===== config.mk =====
export PLATFORM = sky130hd
export DESIGN_NAME = smct_static_timing
export DESIGN_NICKNAME = d
export VERILOG_FILES = /design/src/rtl/smct_pkg.sv /design/src/rtl/smct_rst_sync.sv /design/src/rtl/smct_wait_bank.sv /design/src/rtl/smct_static_timing.sv
export VERILOG_INCLUDE_DIRS = /design/src /design/src/rtl
export SDC_FILE = /design/constraint.sdc
export NUM_CORES = 1
export LEC_CHECK = 0
export ABC_CLOCK_PERIOD_IN_PS = 11300
export BUFFER_PORTS_ARGS = -buffer_cell sky130_fd_sc_hd__buf_2
export CORE_MARGIN = 8
export CORE_UTILIZATION = 47
export CTS_BUF_LIST = sky130_fd_sc_hd__clkbuf_4 sky130_fd_sc_hd__clkbuf_8
export CTS_CLUSTER_SIZE = 14
export DETAILED_ROUTE_END_ITERATION = 6
export PLACE_DENSITY = 0.67
export SETUP_SLACK_MARGIN = 0.1
export SLEW_MARGIN = 20
export SYNTH_ARGS = -nofsm -noshare
export SYNTH_HDL_FRONTEND = slang
export SYNTH_SLANG_ARGS = --single-unit

===== constraint.sdc =====
create_clock -name core_clk_i -period 11.3 [get_ports core_clk_i]
set_input_delay 2.26 -clock core_clk_i [delete_from_list [all_inputs] [get_ports core_clk_i]]
set_output_delay 2.26 -clock core_clk_i [all_outputs]
set_load 0.01 [all_outputs]

===== src/rtl/smct_defs.svh =====
`ifndef SMCT_DEFS_SVH
`define SMCT_DEFS_SVH

// Field widths of the per-bank wait settings and of the static port.
`define SMCT_OEN_W 4
`define SMCT_RD_W 5
`define SMCT_WEN_W 4
`define SMCT_WR_W 5
`define SMCT_CNT_W 6
`define SMCT_ADDR_W 24
`define SMCT_DATA_W 32
`define SMCT_BE_W 4
`define SMCT_BANKS 4
`define SMCT_BANK_W 2

// Reset values of the wait settings; slowest strobes are the safe default.
`define SMCT_OEN_RST 4'h0
`define SMCT_RD_RST 5'h1f
`define SMCT_WEN_RST 4'h0
`define SMCT_WR_RST 5'h1f

// Idle levels of the static port.
`define SMCT_CS_IDLE 4'hf
`define SMCT_BLS_IDLE 4'hf
`define SMCT_ADDR_RST 24'h00_0000
`define SMCT_DATA_RST 32'h0000_0000

`endif


===== src/rtl/smct_pkg.sv =====
`include "smct_defs.svh"

package smct_pkg;

  // Wait settings kept for one chip select bank.
  typedef struct packed {
    logic [`SMCT_OEN_W-1:0] output_enable_delay;
    logic [`SMCT_RD_W-1:0] read_wait_count;
    logic [`SMCT_WEN_W-1:0] write_enable_delay;
    logic [`SMCT_WR_W-1:0] write_wait_count;
  } smct_wait_t;

  // One static access request from the internal side.
  typedef struct packed {
    logic wr;
    logic [`SMCT_BANK_W-1:0] bank;
    logic [`SMCT_ADDR_W-1:0] addr;
    logic [`SMCT_DATA_W-1:0] wdata;
    logic [`SMCT_BE_W-1:0] be;
  } smct_req_t;

  typedef enum logic [3:0] {
    SMCT_ST_IDLE = 4'b0001,
    SMCT_ST_SETUP = 4'b0010,
    SMCT_ST_STROBE = 4'b0100,
    SMCT_ST_HOLD = 4'b1000
  } smct_state_t;

  // Strobe length in bus periods: wait minus delay plus one, never below one.
  function automatic logic [`SMCT_CNT_W-1:0] smct_strobe_len(input logic [4:0] wait_cnt,
                                                               input logic [3:0] delay);
    logic [`SMCT_CNT_W-1:0] len;
    len = 6'h01;
    if ({1'b0, wait_cnt} >= {2'b00, delay}) begin
      len = 6'({1'b0, wait_cnt} - {2'b00, delay}) + 6'h01;
    end
    return len;
  endfunction

endpackage


===== src/rtl/smct_rst_sync.sv =====
`timescale 1ns/1ps

module smct_rst_sync (
  input wire logic clk_i,
  input wire logic rst_n_i,
  output logic rst_sync_n_o
);

  logic [1:0] stage_q;

  // Reset asserts at once but releases only after two clean clock edges.
  always_ff @(posedge clk_i or negedge rst_n_i) begin
    if (!rst_n_i) begin
      stage_q <= 2'b00;
    end else begin
      stage_q <= {stage_q[0], 1'b1};
    end
  end

  assign rst_sync_n_o = stage_q[1];

endmodule


===== src/rtl/smct_wait_bank.sv =====
`timescale 1ns/1ps
`include "smct_defs.svh"

module smct_wait_bank
  import smct_pkg::*;
(
  input wire logic clk_i,
  input wire logic rst_n_i,
  input wire logic we_i,
  input wire logic [`SMCT_BANK_W-1:0] wbank_i,
  input smct_wait_t wdata_i,
  input wire logic [`SMCT_BANK_W-1:0] rbank_i,
  output smct_wait_t rdata_o
);

  smct_wait_t bank_q [`SMCT_BANKS];
  smct_wait_t bank_d [`SMCT_BANKS];

  // A write replaces the settings of the addressed bank only.
  always_comb begin
    for (int i = 0; i < `SMCT_BANKS; i++) begin
      bank_d[i] = bank_q[i];
    end
    if (we_i) begin
      bank_d[wbank_i] = wdata_i;
    end
  end

  always_ff @(posedge clk_i or negedge rst_n_i) begin
    if (!rst_n_i) begin
      for (int i = 0; i < `SMCT_BANKS; i++) begin
        bank_q[i] <= '{`SMCT_OEN_RST, `SMCT_RD_RST, `SMCT_WEN_RST, `SMCT_WR_RST};
      end
    end else begin
      for (int i = 0; i < `SMCT_BANKS; i++) begin
        bank_q[i] <= bank_d[i];
      end
    end
  end

  // Read is combinational so a request can latch its bank's settings at once.
  assign rdata_o = bank_q[rbank_i];

endmodule


===== src/rtl/smct_static_timing.sv =====
`timescale 1ns/1ps
`include "smct_defs.svh"

module smct_static_timing
  import smct_pkg::*;
(
  input wire logic core_clk_i,
  input wire logic rst_n_i,
  input wire logic req_valid_i,
  input smct_req_t req_i,
  output logic req_ready_o,
  output logic busy_o,
  output logic rd_valid_o,
  output logic [`SMCT_DATA_W-1:0] rd_data_o,
  input wire logic cfg_we_i,
  input wire logic [`SMCT_BANK_W-1:0] cfg_bank_i,
  input smct_wait_t cfg_wait_i,
  output logic [`SMCT_BANKS-1:0] mem_cs_n_o,
  output logic [`SMCT_ADDR_W-1:0] mem_addr_o,
  output logic mem_oe_n_o,
  output logic mem_we_n_o,
  output logic [`SMCT_BE_W-1:0] mem_bls_n_o,
  output logic [`SMCT_DATA_W-1:0] mem_data_o,
  output logic mem_data_oe_n_o,
  input wire logic [`SMCT_DATA_W-1:0] mem_data_i
);

  logic rst_n;
  smct_wait_t bank_cfg;

  smct_state_t st_q, st_d;
  logic [`SMCT_CNT_W-1:0] cnt_q, cnt_d;
  smct_wait_t cfg_q, cfg_d;
  logic wr_q, wr_d;
  logic [`SMCT_BE_W-1:0] be_q, be_d;
  logic ready_q, ready_d;
  logic busy_q, busy_d;
  logic [`SMCT_BANKS-1:0] cs_n_q, cs_n_d;
  logic [`SMCT_ADDR_W-1:0] addr_q, addr_d;
  logic oe_n_q, oe_n_d;
  logic we_n_q, we_n_d;
  logic [`SMCT_BE_W-1:0] bls_n_q, bls_n_d;
  logic [`SMCT_DATA_W-1:0] data_q, data_d;
  logic doe_n_q, doe_n_d;
  logic [`SMCT_CNT_W-1:0] rd_len, wr_len;

  logic [`SMCT_DATA_W-1:0] sync1_q, sync2_q;
  logic tag1_q, tag1_d;
  logic tag2_q;
  logic rvalid_q, rvalid_d;
  logic [`SMCT_DATA_W-1:0] rdata_q, rdata_d;

  smct_rst_sync u_rst_sync (
    .clk_i(core_clk_i),
    .rst_n_i(rst_n_i),
    .rst_sync_n_o(rst_n)
  );

  // Settings are read by the bank of the incoming request.
  // per-bank settings
  smct_wait_bank u_wait_bank (
    .clk_i(core_clk_i),
    .rst_n_i(rst_n),
    .we_i(cfg_we_i),
    .wbank_i(cfg_bank_i),
    .wdata_i(cfg_wait_i),
    .rbank_i(req_i.bank),
    .rdata_o(bank_cfg)
  );

  // Strobe lengths of the access in flight; a wait below its delay gives one period.
  assign rd_len = smct_strobe_len(cfg_q.read_wait_count, cfg_q.output_enable_delay);
  assign wr_len = smct_strobe_len(cfg_q.write_wait_count, cfg_q.write_enable_delay);

  // Access sequencer: idle, chip select set-up, strobe, one period of hold.
  // Settings are latched at acceptance, so a config write mid-access cannot corrupt it.
  always_comb begin
    st_d = st_q;
    cnt_d = cnt_q;
    cfg_d = cfg_q;
    wr_d = wr_q;
    be_d = be_q;
    ready_d = ready_q;
    busy_d = busy_q;
    cs_n_d = cs_n_q;
    addr_d = addr_q;
    oe_n_d = oe_n_q;
    we_n_d = we_n_q;
    bls_n_d = bls_n_q;
    data_d = data_q;
    doe_n_d = doe_n_q;
    unique case (st_q)
      SMCT_ST_IDLE: begin
        if (req_valid_i && ready_q) begin
          cfg_d = bank_cfg;
          wr_d = req_i.wr;
          be_d = req_i.be;
          ready_d = 1'b0;
          busy_d = 1'b1;
          cs_n_d = ~(`SMCT_BANKS'(1) << req_i.bank);
          addr_d = req_i.addr;
          if (req_i.wr) begin
            data_d = req_i.wdata;
            doe_n_d = 1'b0;
            st_d = SMCT_ST_SETUP;
            cnt_d = `SMCT_CNT_W'(bank_cfg.write_enable_delay);
          end else if (bank_cfg.output_enable_delay == 4'h0) begin
            st_d = SMCT_ST_STROBE;
            cnt_d = smct_strobe_len(bank_cfg.read_wait_count, 4'h0) - 6'h01;
            oe_n_d = 1'b0;
            bls_n_d = ~req_i.be;
          end else begin
            st_d = SMCT_ST_SETUP;
            cnt_d = `SMCT_CNT_W'(bank_cfg.output_enable_delay) - 6'h01;
          end
        end
      end
      SMCT_ST_SETUP: begin
        if (cnt_q == 6'h00) begin
          st_d = SMCT_ST_STROBE;
          bls_n_d = ~be_q;
          if (wr_q) begin
            we_n_d = 1'b0;
            cnt_d = wr_len - 6'h01;
          end else begin
            oe_n_d = 1'b0;
            cnt_d = rd_len - 6'h01;
          end
        end else begin
          cnt_d = cnt_q - 6'h01;
        end
      end
      SMCT_ST_STROBE: begin
        if (cnt_q == 6'h00) begin
          st_d = SMCT_ST_HOLD;
          cs_n_d = `SMCT_CS_IDLE;
          oe_n_d = 1'b1;
          we_n_d = 1'b1;
          bls_n_d = `SMCT_BLS_IDLE;
        end else begin
          cnt_d = cnt_q - 6'h01;
        end
      end
      SMCT_ST_HOLD: begin
        st_d = SMCT_ST_IDLE;
        doe_n_d = 1'b1;
        ready_d = 1'b1;
        busy_d = 1'b0;
      end
    endcase
  end

  always_ff @(posedge core_clk_i or negedge rst_n) begin
    if (!rst_n) begin
      st_q <= SMCT_ST_IDLE;
      cnt_q <= 6'h00;
      cfg_q <= '{`SMCT_OEN_RST, `SMCT_RD_RST, `SMCT_WEN_RST, `SMCT_WR_RST};
      wr_q <= 1'b0;
      be_q <= 4'h0;
      ready_q <= 1'b1;
      busy_q <= 1'b0;
      cs_n_q <= `SMCT_CS_IDLE;
      addr_q <= `SMCT_ADDR_RST;
      oe_n_q <= 1'b1;
      we_n_q <= 1'b1;
      bls_n_q <= `SMCT_BLS_IDLE;
      data_q <= `SMCT_DATA_RST;
      doe_n_q <= 1'b1;
    end else begin
      st_q <= st_d;
      cnt_q <= cnt_d;
      cfg_q <= cfg_d;
      wr_q <= wr_d;
      be_q <= be_d;
      ready_q <= ready_d;
      busy_q <= busy_d;
      cs_n_q <= cs_n_d;
      addr_q <= addr_d;
      oe_n_q <= oe_n_d;
      we_n_q <= we_n_d;
      bls_n_q <= bls_n_d;
      data_q <= data_d;
      doe_n_q <= doe_n_d;
    end
  end

  // Read capture: the pins are sampled on the edge that ends the strobe, where
  // the memory still holds its data, then cross two flops before use.
  // sample before release
  always_comb begin
    tag1_d = (st_q == SMCT_ST_STROBE) && (cnt_q == 6'h00) && !wr_q;
    rvalid_d = tag2_q;
    rdata_d = tag2_q ? sync2_q : rdata_q;
  end

  always_ff @(posedge core_clk_i or negedge rst_n) begin
    if (!rst_n) begin
      sync1_q <= `SMCT_DATA_RST;
      sync2_q <= `SMCT_DATA_RST;
      tag1_q <= 1'b0;
      tag2_q <= 1'b0;
      rvalid_q <= 1'b0;
      rdata_q <= `SMCT_DATA_RST;
    end else begin
      sync1_q <= mem_data_i;
      sync2_q <= sync1_q;
      tag1_q <= tag1_d;
      tag2_q <= tag1_q;
      rvalid_q <= rvalid_d;
      rdata_q <= rdata_d;
    end
  end

  assign req_ready_o = ready_q;
  assign busy_o = busy_q;
  assign rd_valid_o = rvalid_q;
  assign rd_data_o = rdata_q;
  assign mem_cs_n_o = cs_n_q;
  assign mem_addr_o = addr_q;
  assign mem_oe_n_o = oe_n_q;
  assign mem_we_n_o = we_n_q;
  assign mem_bls_n_o = bls_n_q;
  assign mem_data_o = data_q;
  assign mem_data_oe_n_o = doe_n_q;

  // Checking helpers: periods since select fell, and periods a strobe has been low.
  logic cs_any_n;
  logic [7:0] since_cs_q;
  logic [7:0] low_q;
  assign cs_any_n = &mem_cs_n_o;

  always_ff @(posedge core_clk_i or negedge rst_n) begin
    if (!rst_n) begin
      since_cs_q <= 8'h00;
      low_q <= 8'h00;
    end else begin
      since_cs_q <= cs_any_n ? 8'h00 : since_cs_q + 8'h01;
      low_q <= (mem_oe_n_o && mem_we_n_o) ? 8'h00 : low_q + 8'h01;
    end
  end

  a_cs_addr_valid: assert property (@(posedge core_clk_i) disable iff (!rst_n)
    $fell(cs_any_n) |-> mem_addr_o == $past(req_i.addr))
    else $error("Address not valid when chip select fell.");

  a_oe_fall_delay: assert property (@(posedge core_clk_i) disable iff (!rst_n)
    $fell(mem_oe_n_o) |-> since_cs_q == 8'(cfg_q.output_enable_delay))
    else $error("Output enable fell at the wrong period after chip select.");

  a_bls_read_lanes: assert property (@(posedge core_clk_i) disable iff (!rst_n)
    (busy_q && !wr_q) |-> mem_bls_n_o == (mem_oe_n_o ? `SMCT_BLS_IDLE : ~be_q))
    else $error("Read lane strobes do not follow output enable.");

  a_oe_low_width: assert property (@(posedge core_clk_i) disable iff (!rst_n)
    $rose(mem_oe_n_o) |-> low_q == 8'(rd_len))
    else $error("Output enable low for the wrong number of periods.");

  a_cs_rise_read: assert property (@(posedge core_clk_i) disable iff (!rst_n)
    $rose(mem_oe_n_o) |-> $rose(cs_any_n) && mem_bls_n_o == `SMCT_BLS_IDLE)
    else $error("Chip select did not rise with output enable.");

  a_read_addr_hold: assert property (@(posedge core_clk_i) disable iff (!rst_n)
    $rose(mem_oe_n_o) |=> $stable(mem_addr_o))
    else $error("Address changed in the period after a read strobe.");

  a_wdata_with_cs: assert property (@(posedge core_clk_i) disable iff (!rst_n)
    ($fell(cs_any_n) && wr_q) |-> !mem_data_oe_n_o && mem_data_o == $past(req_i.wdata))
    else $error("Write data not driven when chip select fell.");

  a_we_fall_delay: assert property (@(posedge core_clk_i) disable iff (!rst_n)
    $fell(mem_we_n_o) |-> since_cs_q == 8'(cfg_q.write_enable_delay) + 8'h01 && mem_bls_n_o == ~be_q)
    else $error("Write strobe fell at the wrong period after chip select.");

  a_we_low_width: assert property (@(posedge core_clk_i) disable iff (!rst_n)
    $rose(mem_we_n_o) |-> low_q == 8'(wr_len))
    else $error("Write strobe low for the wrong number of periods.");

  a_write_data_hold: assert property (@(posedge core_clk_i) disable iff (!rst_n)
    $rose(mem_we_n_o) |-> $stable(mem_addr_o) && $stable(mem_data_o) && !mem_data_oe_n_o)
    else $error("Address or data changed in the period after a write strobe.");

  a_read_capture_lat: assert property (@(posedge core_clk_i) disable iff (!rst_n)
    $rose(mem_oe_n_o) |-> ##2 rd_valid_o ##1 !rd_valid_o)
    else $error("Read data not returned two periods after the strobe ended.");

  c_read_zero_delay: cover property (@(posedge core_clk_i) disable iff (!rst_n)
    $fell(cs_any_n) && !mem_oe_n_o);
  c_write_access: cover property (@(posedge core_clk_i) disable iff (!rst_n)
    $rose(mem_we_n_o));
  c_back_to_back: cover property (@(posedge core_clk_i) disable iff (!rst_n)
    $rose(cs_any_n) ##2 $fell(cs_any_n));

endmodule


==> flow_summary.yaml <==
run_status:
  status: "complete, no violations"
layout:
  num-fill-cells: 1958
  syn_to_final_growth_pct: 22.44
  nNetsFinal: 1230
  diodes: 0
  drive_above_1_share_pct: 48.31
  fin_area_sq_mm: 0.01372
synthesis:
  yosys.area.top_type: "dfrtp_1"
  syn-cell-area_sq_mm: 0.01121
  ys_types: 59
  syn_avg_cell_area_sq_um: 13.34
  ys_seq_area_share_pct: 62.11
  synth_seq_cells: 275
  ys.flop_type: "dfrtp_1"
  synth_commonest_cells: "dfrtp_1, nand2_1, mux2_2"
  synthTopCellsByArea: "dfrtp_1, dfstp_2, mux2_2"
  synth_edf_count: 0
  ys_async_sr_fraction_pct: 100.0
  synth_top_cell_area_share_pct: 47.34
  syn_inst: 840
  yosysWarnings: 0
  synth_nets: 985
  yosysMostFrequentCell: "dfrtp_1"
placed_design:
  place.gp.congestion: 0.8638
  place_area_sq_mm: 0.01266
  dp_hpwl_microns: 17140
  io_buffers: 220
  preCtsSetupSlack_ns: 6.141
drt:
  viasPerCell: 5.055
  drt-pass1-iter-count: 5
  ant_nets: 0
  drt_drc_violations_left: 0
  drt-total-wl_microns: 24540
  num_vias: 7284
  drt_iter0_drc: 488
  wl_per_cell_microns: 17.03
floorplan:
  core_area_sq_mm: 0.02347
  dieArea_sq_mm: 0.02904
  fp.dieW_microns: 170.4
  ios: 221
  rows: 56
  die_h_microns: 170.4
  initial_utilization_pct: 47.75
setup_path:
  cp_top_family: "multiplexers"
  crit_chain: "buf_2 -> mux4_2 -> inv_1 -> ha_1 -> or3b_1 -> nor2_8 -> a22oi_4 -> nor2_8 -> o21ai_2 -> mux2_4"
  worst_setup_path_end_kind: "register"
  path_buf_inv: 2
  critical_path_class: "in -> reg"
  worstPathMaxFanout: 21
  cp_data_arrival_time_ns: 5.04
  cp_common_cell: "nor2_8"
  critPathMaxStageDelay_ns: 0.63
  cp.required_ns: 11.76
  crit_path_start_kind: "input port"
  crit_path_top_delay_cell: "mux4_2"
grt:
  first_global_vias: 7665
  grt_pass1_wl_microns: 39790
  antenna_found_initial: 0
  grt_usage_pct: 17.06
  grt_overflow: 0
  grt_max_degree: 199
sta:
  tightest_slew_ns: 1.089
  skew_ns: 0.02520
  fmax_mhz: 218.5
  final_hold_viol_count: 0
  hold_ws_ns: 0.3385
  relSlewSlack_pct: 27.20
  setup_viol_count_final: 0
  fin_tns_setup_ns: 0
  setup_slack_ns: 6.722
  maxSlewViolCount: 0
  period_share_pct: 40.51
  finalCriticalPeriod_ns: 4.578
  rsz0062_at_grt: "no"
clocking:
  htree_levels: 2
  clock_sinks: 275
  cts_root_buf: "clkbuf_8"
  hold_buffers: 0
  clk_latency_ns: 0.55
  clockBufferDepth: 3
  clk_pin_slew_ns: 0.06
  cts_resized: 0
  cts_tree: "yes"
  cts_buffers: 46
  cts_setup_buffers: 0
power:
  leakage_nw: 6.923
  p_seq_share_pct: 48.1
  switching_power_mw: 0.5794
  p_int_mw: 1.806
  pwr_density_cell_mw_per_mm2: 173.8
  finalPower_mw: 2.385
  p_sw_share_pct: 24.29
  clkPwrFrac_pct: 39.8
  ir_drop_v: 0.00008601
  combPwrFrac_pct: 12.1
hold_path:
  hold_class: "reg -> reg"
run:
  cap_violations: 0
layer usage:
metal	track usage [%]	share of wire, %	up-vias
met5	0	0	-
met4	5.454	2.1	0
met2	28.51	49	235
met3	3.916	6.5	49
li1	-	-	3401
met1	21.74	43	3599
worst paths after layout:
path,startpoint,end,slack [ns],depth (start not counted)
max in group asynchronous,u_rst_sync.stage_q[1],rd_data_o[12],9.31,2
setup / recovery,req_i[60],mem_oe_n_o,6.72,10
hold / removal,sync1_q[19],sync2_q[19],0.34,0
min in group asynchronous,u_rst_sync.stage_q[1],sync1_q[27],0.47,0
setup reg to reg,st_q[0],cnt_q[4],8.42,8
hold reg to reg,sync1_q[19],sync2_q[19],0.34,0
cell type report:
type	count	area [sq um]	share of cell area, %
clock buffer	80	988.4	7.203
clock inverter	5	50.05	0.3647
inverter	37	138.9	1.012
multi-input combinational	497	3988	29.06
sequential	275	6964	50.75
tap	319	399.1	2.909
timing repair buffer	228	1194	8.699
power by group through the flow:
| stage | registers, mW | clock network, mW | logic [mW] |
|---|---|---|---|
| after floorplan | 1.16 | 0 | 0.195 |
| after CTS | 1.15 | 0.981 | 0.289 |
| final | 1.15 | 0.949 | 0.289 |
| after global routing | 1.16 | 1.03 | 0.318 |
| after global placement | 1.16 | 0 | 0.280 |
| after detailed placement | 1.16 | 0 | 0.287 |
state kept, by name, summed over array words and instances, names as in the netlist:
signal and flops:
mem_data_o 32, mem_oe_n_o 1, req_ready_o 1, mem_data_oe_n_o 1
cnt_q 6, tag1_q 1, rd_valid_o 1, rd_data_o 32
sync2_q 32, u_wait_bank.bank_q 72, sync1_q 32, rvalid_d 1
u_rst_sync.stage_q 2, mem_cs_n_o 4, be_q 4, mem_bls_n_o 4
mem_addr_o 24, cfg_q 18, st_q 4, wr_q 1
mem_we_n_o 1, busy_o 1
layout by cell type, fill, tap and decap left out, drive strengths merged, types with 2 or more instances in the layout:
cell	netlist	final
xnor2	10	10
nand3	10	10
o22a	2	2
ha	26	26
nor2	21	21
o32ai	2	2
or4b	2	2
a21oi	11	11
inv	37	37
clkbuf	20	80
a22oi	2	2
clkinv	0	4
mux4	18	18
mux2	141	141
mux2i	2	2
nand2b	7	7
nor4b	5	5
nand3b	5	5
o22ai	3	3
a31oi	11	11
dfstp	63	63
xor2	6	6
nor3b	3	3
o21ai	38	38
nor2b	2	2
buf	11	228
o211ai	3	3
o221ai	3	3
nor3	12	12
nand2	135	135
dfrtp	212	212
metrics by stage:
stage          utilization (%)  instances
2_1_floorplan                -        840
3_3_place_gp             53.92       1355
3_5_place_dp             53.92       1355
4_1_cts                  58.34       1440
5_1_grt                  58.46       1441
6_report                 58.46       1441
kinds of logic (layout without fill, tap and decap cells):
group,Yosys count,in the layout,share of synthesized area (%)
other,1,1,0.03346
xor gates and xnor gates,16,16,1.250
buffers and inverters,68,350,2.367
DFF,275,275,62.11
adders and majority gates,26,26,2.903
muxes,161,161,18.00
AOI/OAI and AO/OA,85,85,4.779
and+or+nand+nor,208,208,8.563
No activity file was read; power rests on OpenSTA's default activity.
